`config.mk`:
```
export PLATFORM = sky130hd
export DESIGN_NAME = gpio_pin
export DESIGN_NICKNAME = d
export VERILOG_FILES = /design/src/verilog/gpio_pkg.sv /design/src/verilog/gpio_edge_sense.sv /design/src/verilog/gpio_pin.sv
export SDC_FILE = /design/constraint.sdc
export NUM_CORES = 1
export LEC_CHECK = 0
export BUFFER_PORTS_ARGS = -buffer_cell sky130_fd_sc_hd__buf_2
export CORE_MARGIN = 2
export CORE_UTILIZATION = 48
export CTS_CLUSTER_SIZE = 24
export DETAILED_ROUTE_END_ITERATION = 8
export PLACE_DENSITY_LB_ADDON = 0.1
export SYNTH_ARGS = -nofsm -noshare
export SYNTH_HDL_FRONTEND = slang
export SYNTH_SLANG_ARGS = --single-unit
```
`constraint.sdc`:
```
create_clock -name clk -period 2.3 [get_ports clk]
set_clock_uncertainty 0.15 [all_clocks]
set_input_delay 0.46 -clock clk [delete_from_list [all_inputs] [get_ports clk]]
set_output_delay 0.46 -clock clk [all_outputs]
set_load 0.01 [all_outputs]
```
`src/verilog/gpio_pkg.sv`:
```
// Shared constants and carriers for the per-pin general-purpose I/O block.
// Assumes a 32-bit Avalon-MM register bus and one 10 MHz system clock.
package gpio_pkg;

    // ************************************************************
    // Timing
    // ************************************************************
    // System clock period in ns
    localparam int CLK_PERIOD_NS = 100;

    // ************************************************************
    // Register map (byte addresses)
    // ************************************************************
    localparam logic [3:0] CFG_OFFSET = 4'h0;  // Pin configuration
    localparam logic [3:0] STATUS_OFFSET = 4'h4;  // Pin state
    localparam logic [12:0] CFG_RESET = 13'h0000;  // All options off
    localparam int CFG_W = 13;  // Used configuration bits

    // ************************************************************
    // Configuration field positions
    // ************************************************************
    localparam int CFG_MODE_LSB = 0;  // Three mode bits
    localparam int CFG_IN_REG = 3;  // Register the input path
    localparam int CFG_IN_NEG = 4;  // Input register on falling edge
    localparam int CFG_OUT_REG = 5;  // Register the output path
    localparam int CFG_OUT_NEG = 6;  // Output and enable on falling edge
    localparam int CFG_OE_REG = 7;  // Register the output enable
    localparam int CFG_INVERT = 8;  // Invert value towards the pad
    localparam int CFG_DDR = 9;  // Double data mode
    localparam int CFG_RESYNC = 10;  // Resync variant of double data
    localparam int CFG_PULL_DN = 11;  // Unused pin pulls down
    localparam int CFG_DONE = 12;  // Configuration finished

    // ************************************************************
    // Status field positions
    // ************************************************************
    localparam int ST_PAD_IN = 0;  // Pad level
    localparam int ST_CORE_IN = 1;  // Two bits towards the core
    localparam int ST_PAD_OE = 3;  // Pad driven
    localparam int ST_PAD_OUT = 4;  // Value driven
    localparam int ST_DIFF = 5;  // Differential-capable pin

    // ************************************************************
    // Pin modes
    // ************************************************************
    typedef enum logic [2:0]
    {
        MODE_UNUSED = 3'h0,
        MODE_INPUT = 3'h1,
        MODE_OUTPUT = 3'h2,
        MODE_BIDIR = 3'h3,
        MODE_CLKOUT = 3'h4
    } pin_mode_t;

    // Signals that go to the pad buffer together
    typedef struct packed
    {
        logic out;  // Value to drive
        logic oe;  // Drive enable, high while driving
        logic pull_up;  // Weak pull-up on
        logic pull_down;  // Weak pull-down on
    } pad_drive_t;

endpackage

```
`src/verilog/gpio_edge_sense.sv`:
```
// Edge detector for a clock-like level sampled by the system clock.
// Assumes the level is synchronous to clk and changes at most once a cycle.
`timescale 1ns/1ps
module gpio_edge_sense
(
    input wire logic clk,
    input wire logic rst,
    input wire logic level,
    output logic rise,
    output logic fall
);

    // ************************************************************
    // State
    // ************************************************************
    typedef struct packed
    {
        logic prev;  // Level one cycle ago
    } edge_state_t;

    edge_state_t s_reg;  // Registered state
    edge_state_t s_next;  // Next state

    // Next state follows the level
    always_comb
    begin
        s_next = s_reg;
        s_next.prev = level;
    end

    // State register
    always_ff @(posedge clk or posedge rst)
    begin
        if (rst)
        begin
            s_reg <= '0;
        end
        else
        begin
            s_reg <= s_next;
        end
    end

    // One-cycle pulses on a change of level
    assign rise = level & ~s_reg.prev;
    assign fall = ~level & s_reg.prev;

endmodule

```
`src/verilog/gpio_pin.sv`:
```
// Per-pin I/O logic between core fabric and pad, with double data modes.
// Assumes pad, core and both core clocks are synchronous to clk; their
// edges are found by sampling. Registers sit on an Avalon-MM slave.
//
// What this block does
// - Input mode: input path only, optional edge register
// - Alternate input path is never registered
// - Double data input: rising and falling samples
// - Output mode: output path only, optional edge register
// - Optional inversion of output towards pad
// - Double data output: one register reloaded on each launch edge drives pad
// - Bidir: input, output, enable paths, own clocks
// - Bidir: own edge for input and for output/enable registers, input/output registering independent
// - Clock output mode forwards clock tree to pad
// - Disabled output buffer leaves pad undriven
// - During configuration: undriven with weak pull-up
// - Unused pins pull up, optionally pull down
// - Core input bit0 rising, bit1 falling sample
// - Alternate input only without register, to nets
// - Double data exchanges two bits per pin
// - Resync moves both bits to rising edge
// - Resync delays falling sample half a cycle
// - Differential-capable pin: no double data, no pull-down
// - Alternate input feeds PLL reference directly
//
// The Avalon-MM interface to the registers and the placing of the registers are this design's own decisions.
`timescale 1ns/1ps
module gpio_pin
#(
    parameter bit DIFF_CAPABLE = 1'b0,  // Pin shares differential resources
    parameter int ADDR_W = 4  // Avalon byte address width
)
(
    input wire logic clk,
    input wire logic rst,
    input wire logic [ADDR_W-1:0] avs_address,
    input wire logic avs_read,
    input wire logic avs_write,
    input wire logic [31:0] avs_writedata,
    input wire logic [3:0] avs_byteenable,
    output logic [31:0] avs_readdata,
    output logic avs_waitrequest,
    input wire logic pad_in,
    output gpio_pkg::pad_drive_t pad,
    output logic [1:0] core_in,
    input wire logic [1:0] core_out,
    input wire logic core_oe,
    input wire logic capture_clock,
    input wire logic launch_clock,
    input wire logic clock_tree_in,
    output logic global_clock_net,
    output logic global_control_net,
    output logic pll_reference_input
);

    // ************************************************************
    // Parameter checks
    // ************************************************************
    initial
    begin
        if (ADDR_W < 3 || ADDR_W > 16)
        begin
            $error("gpio_pin: ADDR_W must lie in 3..16");
        end
    end

    // ************************************************************
    // State
    // ************************************************************
    typedef struct packed
    {
        logic [gpio_pkg::CFG_W-1:0] cfg;  // Configuration register
        logic ack;  // Bus answer pending
        logic [31:0] rdata;  // Read data
        logic in_sdr;  // Single-rate input register
        logic in_rise;  // Rising-edge input sample
        logic in_fall;  // Falling-edge input sample
        logic rs_rise;  // Resync rising bit
        logic rs_fall;  // Resync falling bit, half cycle later
        logic out_sdr;  // Single-rate output register
        logic oe_q;  // Registered output enable
        logic out_hold1;  // Resync falling value held from rise
        logic ddr_pad;  // Double data value towards pad
    } pin_state_t;

    pin_state_t s_reg;  // Registered state
    pin_state_t s_next;  // Next state

    logic cap_rise;  // Capture clock rose
    logic cap_fall;  // Capture clock fell
    logic lau_rise;  // Launch clock rose
    logic lau_fall;  // Launch clock fell
    gpio_pkg::pin_mode_t mode;  // Current mode
    logic done;  // Configuration finished
    logic in_path;  // Input path enabled
    logic out_path;  // Output path enabled
    logic ddr_in;  // Double data input active
    logic ddr_out;  // Double data output active
    logic alt_en;  // Alternate input enabled
    logic out_val;  // Output value before inversion
    logic oe_val;  // Output enable after registering
    logic req;  // Bus request present

    // ************************************************************
    // Helpers
    // ************************************************************
    // Pick the event of the configured edge
    function automatic logic sel_edge(input logic r, input logic f,
                                      input logic neg);
        sel_edge = neg ? f : r;
    endfunction

    // Merge write data into a register under byte enables
    function automatic logic [31:0] be_merge(input logic [31:0] old,
                                             input logic [31:0] wd,
                                             input logic [3:0] be);
        logic [31:0] res;
        res = old;
        for (int i = 0; i < 4; i++)
        begin
            if (be[i])
            begin
                res[i*8 +: 8] = wd[i*8 +: 8];
            end
        end
        be_merge = res;
    endfunction

    // ************************************************************
    // Clock edge detection
    // ************************************************************
    gpio_edge_sense u_cap_edge
    (
        .clk(clk),
        .rst(rst),
        .level(capture_clock),
        .rise(cap_rise),
        .fall(cap_fall)
    );

    gpio_edge_sense u_lau_edge
    (
        .clk(clk),
        .rst(rst),
        .level(launch_clock),
        .rise(lau_rise),
        .fall(lau_fall)
    );

    // ************************************************************
    // Mode decode
    // ************************************************************
    assign mode = gpio_pkg::pin_mode_t'(s_reg.cfg[gpio_pkg::CFG_MODE_LSB +: 3]);
    assign done = s_reg.cfg[gpio_pkg::CFG_DONE];
    assign in_path = done && (mode == gpio_pkg::MODE_INPUT ||
                              mode == gpio_pkg::MODE_BIDIR);
    assign out_path = done && (mode == gpio_pkg::MODE_OUTPUT ||
                               mode == gpio_pkg::MODE_BIDIR);
    // Double data only in plain input or output mode
    assign ddr_in = done && mode == gpio_pkg::MODE_INPUT &&
                    s_reg.cfg[gpio_pkg::CFG_DDR];
    assign ddr_out = done && mode == gpio_pkg::MODE_OUTPUT &&
                     s_reg.cfg[gpio_pkg::CFG_DDR];
    // Alternate path only with no input register
    assign alt_en = done && mode == gpio_pkg::MODE_INPUT &&
                    !s_reg.cfg[gpio_pkg::CFG_IN_REG] &&
                    !s_reg.cfg[gpio_pkg::CFG_DDR];
    assign req = avs_read || avs_write;

    // ************************************************************
    // Next state
    // ************************************************************
    always_comb
    begin
        logic [31:0] merged;
        logic cap_ev;
        logic lau_ev;
        merged = '0;
        s_next = s_reg;
        cap_ev = sel_edge(cap_rise, cap_fall,
                          s_reg.cfg[gpio_pkg::CFG_IN_NEG]);
        lau_ev = sel_edge(lau_rise, lau_fall,
                          s_reg.cfg[gpio_pkg::CFG_OUT_NEG]);
        // Bus: one wait cycle, answer on the second cycle
        s_next.ack = req && !s_reg.ack;
        if (req && !s_reg.ack)
        begin
            s_next.rdata = '0;
            if (avs_address == ADDR_W'(gpio_pkg::CFG_OFFSET))
            begin
                s_next.rdata[gpio_pkg::CFG_W-1:0] = s_reg.cfg;
            end
            else if (avs_address == ADDR_W'(gpio_pkg::STATUS_OFFSET))
            begin
                s_next.rdata[gpio_pkg::ST_PAD_IN] = pad_in;
                s_next.rdata[gpio_pkg::ST_CORE_IN +: 2] = core_in;
                s_next.rdata[gpio_pkg::ST_PAD_OE] = pad.oe;
                s_next.rdata[gpio_pkg::ST_PAD_OUT] = pad.out;
                s_next.rdata[gpio_pkg::ST_DIFF] = DIFF_CAPABLE;
            end
        end
        // Write takes effect when waitrequest is low
        if (avs_write && s_reg.ack &&
            avs_address == ADDR_W'(gpio_pkg::CFG_OFFSET))
        begin
            merged = be_merge({19'h00000, s_reg.cfg}, avs_writedata,
                              avs_byteenable);
            s_next.cfg = merged[gpio_pkg::CFG_W-1:0];
            if (DIFF_CAPABLE)
            begin
                s_next.cfg[gpio_pkg::CFG_DDR] = 1'b0;
                s_next.cfg[gpio_pkg::CFG_PULL_DN] = 1'b0;
            end
        end
        // Single-rate input register on the chosen capture edge
        if (in_path && !ddr_in && cap_ev)
        begin
            s_next.in_sdr = pad_in;
        end
        // Double data capture on both capture edges
        if (ddr_in && cap_rise)
        begin
            s_next.in_rise = pad_in;
            s_next.rs_rise = pad_in;
            s_next.rs_fall = s_reg.in_fall;
        end
        if (ddr_in && cap_fall)
        begin
            s_next.in_fall = pad_in;
        end
        // Single-rate output and enable registers
        if (out_path && !ddr_out && lau_ev)
        begin
            s_next.out_sdr = core_out[0];
        end
        if (out_path && lau_ev)
        begin
            s_next.oe_q = core_oe;
        end
        // Double data launch; resync takes both bits on the rise
        if (ddr_out && lau_rise)
        begin
            s_next.ddr_pad = core_out[0];
            s_next.out_hold1 = core_out[1];
        end
        if (ddr_out && lau_fall)
        begin
            s_next.ddr_pad = s_reg.cfg[gpio_pkg::CFG_RESYNC] ?
                             s_reg.out_hold1 : core_out[1];
        end
    end

    // State register
    always_ff @(posedge clk or posedge rst)
    begin
        if (rst)
        begin
            s_reg <= '{cfg: gpio_pkg::CFG_RESET, default: '0};
        end
        else
        begin
            s_reg <= s_next;
        end
    end

    // ************************************************************
    // Outputs
    // ************************************************************
    // Bus answer
    assign avs_waitrequest = req && !s_reg.ack;
    assign avs_readdata = s_reg.rdata;

    // Value and enable after registering
    always_comb
    begin
        if (ddr_out)
        begin
            out_val = s_reg.ddr_pad;
        end
        else if (s_reg.cfg[gpio_pkg::CFG_OUT_REG])
        begin
            out_val = s_reg.out_sdr;
        end
        else
        begin
            out_val = core_out[0];
        end
        case (mode)
            gpio_pkg::MODE_OUTPUT: oe_val = done;
            gpio_pkg::MODE_BIDIR: oe_val = done &&
                (s_reg.cfg[gpio_pkg::CFG_OE_REG] ? s_reg.oe_q : core_oe);
            gpio_pkg::MODE_CLKOUT: oe_val = done;
            default: oe_val = 1'b0;
        endcase
    end

    // Pad drive and pulls
    always_comb
    begin
        pad = '0;
        pad.oe = oe_val;
        if (mode == gpio_pkg::MODE_CLKOUT)
        begin
            pad.out = clock_tree_in;
        end
        else
        begin
            pad.out = out_val ^ s_reg.cfg[gpio_pkg::CFG_INVERT];
        end
        if (!done)
        begin
            pad.pull_up = 1'b1;
        end
        else if (mode == gpio_pkg::MODE_UNUSED)
        begin
            pad.pull_up = !s_reg.cfg[gpio_pkg::CFG_PULL_DN];
            pad.pull_down = s_reg.cfg[gpio_pkg::CFG_PULL_DN];
        end
    end

    // Data towards the core
    always_comb
    begin
        if (!in_path)
        begin
            core_in = 2'h0;
        end
        else if (ddr_in && s_reg.cfg[gpio_pkg::CFG_RESYNC])
        begin
            core_in = {s_reg.rs_fall, s_reg.rs_rise};
        end
        else if (ddr_in)
        begin
            core_in = {s_reg.in_fall, s_reg.in_rise};
        end
        else if (s_reg.cfg[gpio_pkg::CFG_IN_REG])
        begin
            core_in = {1'b0, s_reg.in_sdr};
        end
        else
        begin
            core_in = {1'b0, pad_in};
        end
    end

    // Unregistered alternate path to the dedicated nets
    assign global_clock_net = alt_en & pad_in;
    assign global_control_net = alt_en & pad_in;
    assign pll_reference_input = alt_en & pad_in;
endmodule

```
==> results.md, run 1 <==
- Run status: finished clean
- Number of flip-flops in the largest register: 18
- Sequential share of the synthesized area: 43.0%
- Die Ht: 70.9 um
- DRT Pass-1 Iters: 4
- Root Buffer: clkbuf_8
- Initial core utilization: 49.7%
- Clk sinks: 37
- Aggregate global routing overflow: 0
- CTS tree: done
- Worst-Skew Late Latency: 0.29 ns
- Top layer used by detailed routing: met4
- Placed Instances: 280
- Post-synth EDFFs: 0
- Vias in the first global route: 1466
- Crit path from: s_reg[47]$_DFFE_PP0P_
- Num CTS Buffers: 5
- Final std cells w/o fill: 293
- Static Leak: 1.31 nW
- Port bufs: 52
- Reg-to-reg critical path endpoint: avs_readdata[7]$_DFFE_PP0P_
- P&R area growth vs syn: 14.7%
- # rows: 24
- Pwr per Cell Area: 636 nW/um^2
- Total power: 1.57 mW
- Antenna Nets Post-Route: 0
- Die Area: 5030 sq um
- Asr flop ratio synth: 100%
- Largest net degree at the start of global routing: 38
- R2R depth: 4
- Top post-synthesis cells by area: dfrtp_1 (43%), buf_4 (13%), mux2_2 (9.9%)
- Most instantiated library cell after synthesis: dfrtp_1
- Ys flop type: dfrtp_1
- Final-report setup violation count: 0
- Post-Route M1 WL: 1.93 mm
- Hold Crit Class: in -> async
- MaxCap Viol Count: 0
- Mapped Area: 2150 sq um
- Unique masters post-synth: 52
- F_max: 0.435 GHz
- Critical Path AT: 1.69 ns
- Clock Path Buffers: 2
- Crit. End Element: primary output
- DRC viols: 0
- CP Data Required Time: 1.69 ns
- Diode count: 0
- Vias/cell: 5.17
- GP Congestion: 0.778
- Initial antenna violation count: 0
- Placed wire-length estimate: 3.30 mm
- Synth Area per Inst: 11.1 sq um
- Net count reported at finish: 291
- Final TNS setup: 0 ns
- First-pass GRT wire length: 7.20 mm
- Worst setup endpoint: pad[3]
- Top cell type's share of synthesized area: 43.0%
- Minimum clock period: 2.30 ns
- Core Area: 4320 sq um
- Unrepaired setup endpoints after global routing: true
- GRT Total Usage: 18.4%
- DR iter-0 viols: 70
- Most common library cells after synthesis: dfrtp_1 (37), buf_4 (36), mux2_2 (19)
- Ys Warns: 0
- Hold_buf cts: 0
- # fillers: 390
- Final period utilization: 99.8%
- CTS clock-pin slew for the worst setup and hold paths: 0.08 ns
- Slew Limit Fails: 0
- VDD IR max: 0.000372 V
- Wirelength per Cell: 15.1 um
- #FFs+latches synth: 37
- # IOs: 93
- Routed WL: 4.43 mm
- Area leader, netlist: dfrtp_1
- Hold_ws: 0.117 ns
- Gate Count Post-Synth: 193
- Die X: 70.9 um
- Crit path kind: reg -> out
- Setup crit start kind: flop
- Worst reg-to-reg setup slack: 0.41 ns
- Proportion of layout cells with a drive suffix above 1: 44.8%
- Final core occ: 57.0%
- WL met2: 2.18 mm
- R2R Path Start: s_reg[41]$_DFF_PP0_
- Vias: 1515
- # H-tree levels: 2
- CP max FO: 3
- Wire length on met3: 257 um
- Fin. Hold Viols: 0
stage by stage:
| step | setup WS [ns] | instance area [sq um] |
|---|---|---|
| floorplan | 0.137 | 2220 |
| global placement | 0.180 | 2290 |
| detailed placement | 0.166 | 2290 |
| CTS | -0.00433 | 2440 |
| global route | -0.0607 | 2470 |
| finish | 0.00373 | 2470 |
power by group:
| group | internal, mW | switching [mW] | total (mW) |
|---|---|---|---|
| combinational | 0.157 | 0.156 | 0.313 |
| sequential | 0.698 | 0.0520 | 0.750 |
| clock | 0.271 | 0.234 | 0.505 |
layout by cell type, fill, tap and decap left out, types with 2 or more instances in the layout:
| cell type | instances |
|---|---|
| mux2_2 | 18 |
| and3b_1 | 2 |
| o21bai_4 | 2 |
| inv_1 | 5 |
| o21ai_0 | 2 |
| a22o_1 | 8 |
| clkbuf_8 | 7 |
| mux2i_1 | 5 |
| dfrtp_1 | 35 |
| nand3_1 | 3 |
| nand2_1 | 11 |
| o21ai_1 | 4 |
| o22ai_1 | 2 |
| buf_4 | 11 |
| mux2_1 | 3 |
| conb_1 | 19 |
| nor4_1 | 2 |
| a311oi_1 | 2 |
| nor3_1 | 3 |
| nor3b_1 | 3 |
| nor3b_2 | 2 |
| nor2b_1 | 3 |
| nor2_1 | 4 |
| dfrtp_2 | 2 |
| buf_2 | 52 |
repair_timing:
item | in CTS | in global routing
pin swaps | 2 | 0
endpoints found under the hold margin | 0 | 0
buffers inserted | 3 | 2
resized for setup | 6 | 4
endpoints found under the setup margin | 1 | 5
routing by layer:
| metal | track usage, % | vias up |
|---|---|---|
| li1 | - | 728 |
| met1 | 22.6 | 731 |
| met2 | 31.7 | 50 |
| met3 | 5.13 | 6 |
| met4 | 5.66 | 0 |
| met5 | 0 | - |
worst min-delay path by stage:
stage | start | to | slack (ns)
5_1_grt | rst | s_reg[47]$_DFFE_PP0P_ | 0.16
3_3_place_gp | avs_readdata[0]$_DFFE_PP0P_ | avs_readdata[0]$_DFFE_PP0P_ | 0.32
4_1_cts | rst | s_reg[49]$_DFFE_PP0P_ | 0.13
2_1_floorplan | s_reg[5]$_DFFE_PP0P_ | s_reg[5]$_DFFE_PP0P_ | 0.30
6_report | rst | s_reg[51]$_DFFE_PP0P_ | 0.12
3_5_place_dp | s_reg[4]$_DFFE_PP0P_ | s_reg[4]$_DFFE_PP0P_ | 0.33
critical path: stages, from the launching register on:
cell and delay (ns):
dfrtp_1 0.40, mux2_4 0.31, o21bai_4 0.18, a211o_1 0.30, nand3_1 0.07, buf_2 0.13
cells by family (layout without fill, tap and decap cells):
family                 Yosys count  in the layout  share of synthesized area, %
AO/OA/AOI/OAI                   31             31                          11.5
XOR/XNOR                         1              1                         0.407
buffers and inverters           47             77                          15.1
flip-flops                      37             37                          43.0
multiplexers                    27             27                          13.8
other                            1             19                         0.174
AND/OR/NAND/NOR                 49             49                          16.0
final cells by class:
| type | count | area (sq um) | area share [%] |
|---|---|---|---|
| repair buffers | 64 | 354 | 14.4 |
| clock inverters | 1 | 5.00 | 0.203 |
| inverters | 5 | 18.8 | 0.761 |
| multi-input cells | 127 | 998 | 40.5 |
| well taps | 52 | 65.1 | 2.64 |
| flip-flops and latches | 37 | 928 | 37.6 |
| clock buffers | 7 | 96.3 | 3.91 |
No activity file was read; power rests on OpenSTA's default activity.
==> run 2: changes to the inputs <==
==> constraint.sdc (replaced) <==
create_clock -name clk -period 2.6 [get_ports clk]
set_clock_uncertainty 0.15 [all_clocks]
set_input_delay 0.52 -clock clk [delete_from_list [all_inputs] [get_ports clk]]
set_output_delay 0.52 -clock clk [all_outputs]
set_load 0.01 [all_outputs]
==> results.md, run 2 (synthesis results as in run 1) <==
- CP peak stage delay: 0.41 ns (was 0.40 ns)
- Static Leak: 1.29 nW (was 1.31 nW)
- Unrepaired setup endpoints after global routing: false (was true)
- Final WS setup: 0.122 ns (was 0.00373 ns)
- Minimum clock period: 2.48 ns
- Routed WL: 4.22 mm (was 4.43 mm)
- MaxCap Viol Count: 0 (unchanged)
- Die Area: 5030 sq um (unchanged)
- Most frequent cells in the layout: buf_2 (52), dfrtp_1 (37), mux2_2 (19), conb_1 (19), nand2_1 (11) (was buf_2 (52), dfrtp_1 (35), conb_1 (19))
- Post-cts resize count: 0 (was 6)
- VDD IR max: 0.000409 V (was 0.000372 V)
- Placed wire-length estimate: 3.24 mm (was 3.30 mm)
- CP Data Required Time: 1.93 ns (was 1.69 ns)
- DR iter-0 viols: 101 (was 70)
- Area of placed instances: 2280 sq um (was 2290 sq um)
- Worst-Skew Late Latency: 0.29 ns (about the same)
- # H-tree levels: 2 (unchanged)
- CTS clock-pin slew for the worst setup and hold paths: 0.08 ns (about the same)
- CP top delay family: simple AND/OR/NAND/NOR gates (was compound AO/OA/AOI/OAI gates)
- DRC viols: 0 (unchanged)
- P&R area growth vs syn: 12.4% (was 14.7%)
- # rows: 24 (unchanged)
- Port bufs: 52 (unchanged)
- Final core occ: 55.9% (was 57.0%)
- Vias/cell: 5.20 (was 5.17)
- Hold_buf cts: 0 (unchanged)
- Crit. End Element: primary output (unchanged)
- Design area: 2420 sq um (was 2470 sq um)
- Postcts setup bufs: 0 (was 3)
- Final std cells w/o fill: 287 (was 293)
- Vias in the first global route: 1489 (was 1466)
- DRT Pass-1 Iters: 4 (unchanged)
- Critical Path AT: 1.81 ns (was 1.69 ns)
- GRT Total Usage: 17.6% (was 18.4%)
- Clock Path Buffers: 2 (unchanged)
- Number of flip-flops in the largest register: 18 (unchanged)
- Placed Instances: 279 (was 280)
- Root Buffer: clkbuf_8 (unchanged)
- Setup crit start kind: flop (unchanged)
- R2R Path Start: s_reg[41]$_DFF_PP0_ (unchanged)
- Place WS: 0.354 ns (was 0.166 ns)
- Slew Limit Fails: 0 (unchanged)
- Most common cell after layout, fill and taps aside: buf_2 (unchanged)
- F_max: 0.404 GHz
- Die X: 70.9 um (unchanged)
- Initial core utilization: 49.7% (unchanged)
- Wirelength per Cell: 14.7 um (was 15.1 um)
- Final-report setup violation count: 0 (unchanged)
- Net count reported at finish: 285 (was 291)
- Final TNS setup: 0 ns (unchanged)
- Die Ht: 70.9 um (unchanged)
- Crit-path slowest cell: or3_4 (was dfrtp_1)
- Num CTS Buffers: 5 (unchanged)
- First-pass GRT wire length: 6.95 mm (was 7.20 mm)
- Clk sinks: 37 (unchanged)
- WP buf/inv: 1 (unchanged)
- Fin. Hold Viols: 0 (unchanged)
- Pwr per Cell Area: 621 nW/um^2 (was 636 nW/um^2)
- CTS tree: done (unchanged)
- Vias: 1491 (was 1515)
- Crit path kind: reg -> out (unchanged)
- Hold Crit Class: in -> async (unchanged)
- Antenna Nets Post-Route: 0 (unchanged)
- Critical path, cell by cell: nand3b_4 -> or3_4 -> a211o_1 -> nand3_1 -> buf_2 (was mux2_4 -> o21bai_4 -> a211o_1 -> nand3_1 -> buf_2)
- # IOs: 93 (unchanged)
- Final period utilization: 95.3%
- Worst reg-to-reg setup slack: 0.72 ns (was 0.41 ns)
- Core Area: 4320 sq um (unchanged)
- CP max FO: 10 (was 3)
- Aggregate global routing overflow: 0 (unchanged)
- Largest net degree at the start of global routing: 38 (unchanged)
- Proportion of layout cells with a drive suffix above 1: 41.3% (was 44.8%)
- Reg-to-reg critical path endpoint: avs_readdata[7]$_DFFE_PP0P_ (unchanged)
- Diode count: 0 (unchanged)
- R2R depth: 4 (unchanged)
- Initial antenna violation count: 0 (unchanged)
- Run status: finished clean (unchanged)
- GP Congestion: 0.780 (was 0.778)
==> run 2: how the worst max path moves through the flow <==
stage                              from            endpoint  slack [ns]  cells past startpoint
global placement            core_out[0]              pad[3]        0.37                      6
CTS                 mode[1]$_DFFE_PP0P_              pad[3]        0.12                      5
finish              mode[2]$_DFFE_PP0P_              pad[3]        0.12                      5
global route        mode[2]$_DFFE_PP0P_  global_control_net        0.02                      5
floorplan           mode[2]$_DFFE_PP0P_  global_control_net        0.38                      5
detailed placement          core_out[0]              pad[3]        0.35                      6
==> run 2: metal layers <==
| layer | global-route usage (%) | routed length (um) | up-vias |
|---|---|---|---|
| met2 | 29.8 | 2090 | 53 |
| li1 | - | - | 711 |
| met4 | 3.98 | 40 | 0 |
| met5 | 0 | 0 | - |
| met3 | 5.84 | 301 | 5 |
| met1 | 22.1 | 1790 | 722 |
==> run 2: area by class of cell <==
| cell class | count | area, sq um |
|---|---|---|
| Timing Repair Buffer | 58 | 305 |
| Fill cell | 389 | 1910 |
| Tap cell | 52 | 65.1 |
| Multi-Input combinational cell | 127 | 968 |
| Clock buffer | 5 | 68.8 |
| Sequential cell | 37 | 926 |
| Clock inverter | 3 | 65.1 |
| Inverter | 5 | 18.8 |
==> run 2: power by group <==
group / switching (mW) / internal [mW]
combinational: 0.133 / 0.119
sequential: 0.0418 / 0.616
clock: 0.211 / 0.381
==> run 2: tightest hold or removal path, delay by kind of cell <==
kind,cells,cell delay [ns]
buf+inv,3,0.53
==> run 2: per-stage QoR <==
stage                     hold WS, ns  power, mW
after floorplan                 0.304      0.862
after global placement          0.322      0.914
after detailed placement        0.327      0.922
after CTS                       0.188       1.51
after global routing            0.210       1.57
final                           0.167       1.50
==> run 3: changes to the inputs <==
==> constraint.sdc (replaced) <==
create_clock -name clk -period 2.5 [get_ports clk]
set_clock_uncertainty 0.15 [all_clocks]
set_input_delay 0.5 -clock clk [delete_from_list [all_inputs] [get_ports clk]]
set_output_delay 0.5 -clock clk [all_outputs]
set_load 0.01 [all_outputs]
==> results.md, run 3 (synthesis results as in run 1) <==
- Crit. End Element: primary output (unchanged)
- DRT Pass-1 Iters: 4 (unchanged)
- Num CTS Buffers: 5 (unchanged)
- Static Leak: 1.29 nW (about the same)
- Wirelength per Cell: 14.8 um (was 14.7 um)
- Vias in the first global route: 1444 (was 1489)
- Vias/cell: 5.09 (was 5.20)
- Vias: 1471 (was 1491)
- DR iter-0 viols: 50 (was 101)
- DRC viols: 0 (unchanged)
- Slew Limit Fails: 0 (unchanged)
- CTS tree: done (unchanged)
- Die Ht: 70.9 um (unchanged)
- Number of flip-flops in the largest register: 18 (unchanged)
- # rows: 24 (unchanged)
- Most frequent cells in the layout: buf_2 (52), dfrtp_1 (37), mux2_2 (19), conb_1 (19), nand2_1 (11) (unchanged)
- Diode count: 0 (unchanged)
- MaxCap Viol Count: 0 (unchanged)
- CP Data Required Time: 1.85 ns (was 1.93 ns)
- Final core occ: 56.0% (was 55.9%)
- Clock Path Buffers: 2 (unchanged)
- Die X: 70.9 um (unchanged)
- Run status: finished clean (unchanged)
- Hold Crit Class: in -> async (unchanged)
- Port bufs: 52 (unchanged)
- # IOs: 93 (unchanged)
- Final TNS setup: 0 ns (unchanged)
- GP Congestion: 0.758 (was 0.780)
- First-pass GRT wire length: 7.02 mm (was 6.95 mm)
- Fin. Hold Viols: 0 (unchanged)
- Aggregate global routing overflow: 0 (unchanged)
- Crit path kind: reg -> out (unchanged)
- Net count reported at finish: 287 (was 285)
- GRT Total Usage: 17.8% (was 17.6%)
- Critical Path AT: 1.76 ns (was 1.81 ns)
- Final period utilization: 96.3%
- Root Buffer: clkbuf_8 (unchanged)
- F_max: 0.416 GHz
- Clk sinks: 37 (unchanged)
- Largest net degree at the start of global routing: 38 (unchanged)
- Worst-Skew Late Latency: 0.29 ns (about the same)
- Minimum clock period: 2.41 ns
- Placed wire-length estimate: 3.29 mm (was 3.24 mm)
- Setup crit start kind: flop (unchanged)
- Proportion of layout cells with a drive suffix above 1: 41.8% (was 41.3%)
- Hold_buf cts: 0 (unchanged)
- Final-report setup violation count: 0 (unchanged)
- Initial core utilization: 49.7% (unchanged)
- Unrepaired setup endpoints after global routing: false (unchanged)
- Routed WL: 4.27 mm (was 4.22 mm)
- CTS clock-pin slew for the worst setup and hold paths: 0.08 ns (about the same)
- Die Area: 5030 sq um (unchanged)
- VDD IR max: 0.000277 V (was 0.000409 V)
- Antenna Nets Post-Route: 0 (unchanged)
- CP max FO: 8 (was 10)
- # H-tree levels: 2 (unchanged)
- P&R area growth vs syn: 12.6% (was 12.4%)
- Initial antenna violation count: 0 (unchanged)
- Pwr per Cell Area: 614 nW/um^2 (was 621 nW/um^2)
- Most common cell after layout, fill and taps aside: buf_2 (unchanged)
- Core Area: 4320 sq um (unchanged)
## run 3: per-layer routing
metal	track usage [%]	up-vias	part of all wire, %
met5	0	-	0
met4	5.66	0	1.4
met3	4.42	8	4.7
met2	29.0	45	50
met1	23.5	702	44
li1	-	716	-
## run 3: critical path, stage by stage, from the launching register on
cell      delay [ns]
dfrtp_1         0.48
nand2b_2        0.15
or3_4           0.35
a211o_1         0.29
nand3_1         0.07
buf_2           0.13
## run 3: path summary, 6_finish.rpt
check / depth (start not counted) / startpoint / slack [ns] / endpoint
setup / recovery: 5 / mode[1]$_DFFE_PP0P_ / 0.09 / pad[3]
hold / removal: 3 / rst / 0.15 / avs_readdata[9]$_DFFE_PP0P_
setup reg to reg: 4 / s_reg[41]$_DFF_PP0_ / 0.64 / avs_readdata[7]$_DFFE_PP0P_
hold reg to reg: 2 / avs_readdata[3]$_DFFE_PP0P_ / 0.34 / avs_readdata[3]$_DFFE_PP0P_
max in group asynchronous: 3 / rst / 1.70 / s_reg[0]$_DFFE_PP0P_
min in group clk: 1 / capture_clock / 0.22 / u_cap_edge.s_reg$_DFF_PP0_
## run 3: final cells by class
type | instances | area (sq um)
clock buffer | 7 | 86.3
clock inverter | 1 | 30.0
fill | 392 | 1900
inverter | 5 | 18.8
multi-input combinational | 127 | 975
sequential | 37 | 926
tap | 52 | 65.1
timing repair buffer | 60 | 320
## run 3: repair_timing
action | CTS | global route
resized for setup | 0 | 1
setup endpoints to repair | 0 | 4
setup buffers | 0 | 2
## run 3: metrics by stage
step | instance area, sq um | cells | total power [mW] | hold WS, ns | worst slack, ns
global placement | 2280 | 279 | 0.950 | 0.322 | 0.306
CTS | 2400 | 287 | 1.50 | 0.178 | 0.0378
global route | 2420 | 289 | 1.55 | 0.206 | 0.00352
floorplan | 2220 | 211 | 0.896 | 0.304 | 0.297
finish | 2420 | 289 | 1.49 | 0.154 | 0.0933
detailed placement | 2280 | 279 | 0.958 | 0.325 | 0.303
## run 3: power by group
group / internal (mW) / switching, mW / total [mW]
combinational: 0.125 / 0.138 / 0.263
clock: 0.325 / 0.214 / 0.539
sequential: 0.641 / 0.0437 / 0.685
total: 1.09 / 0.396 / 1.49
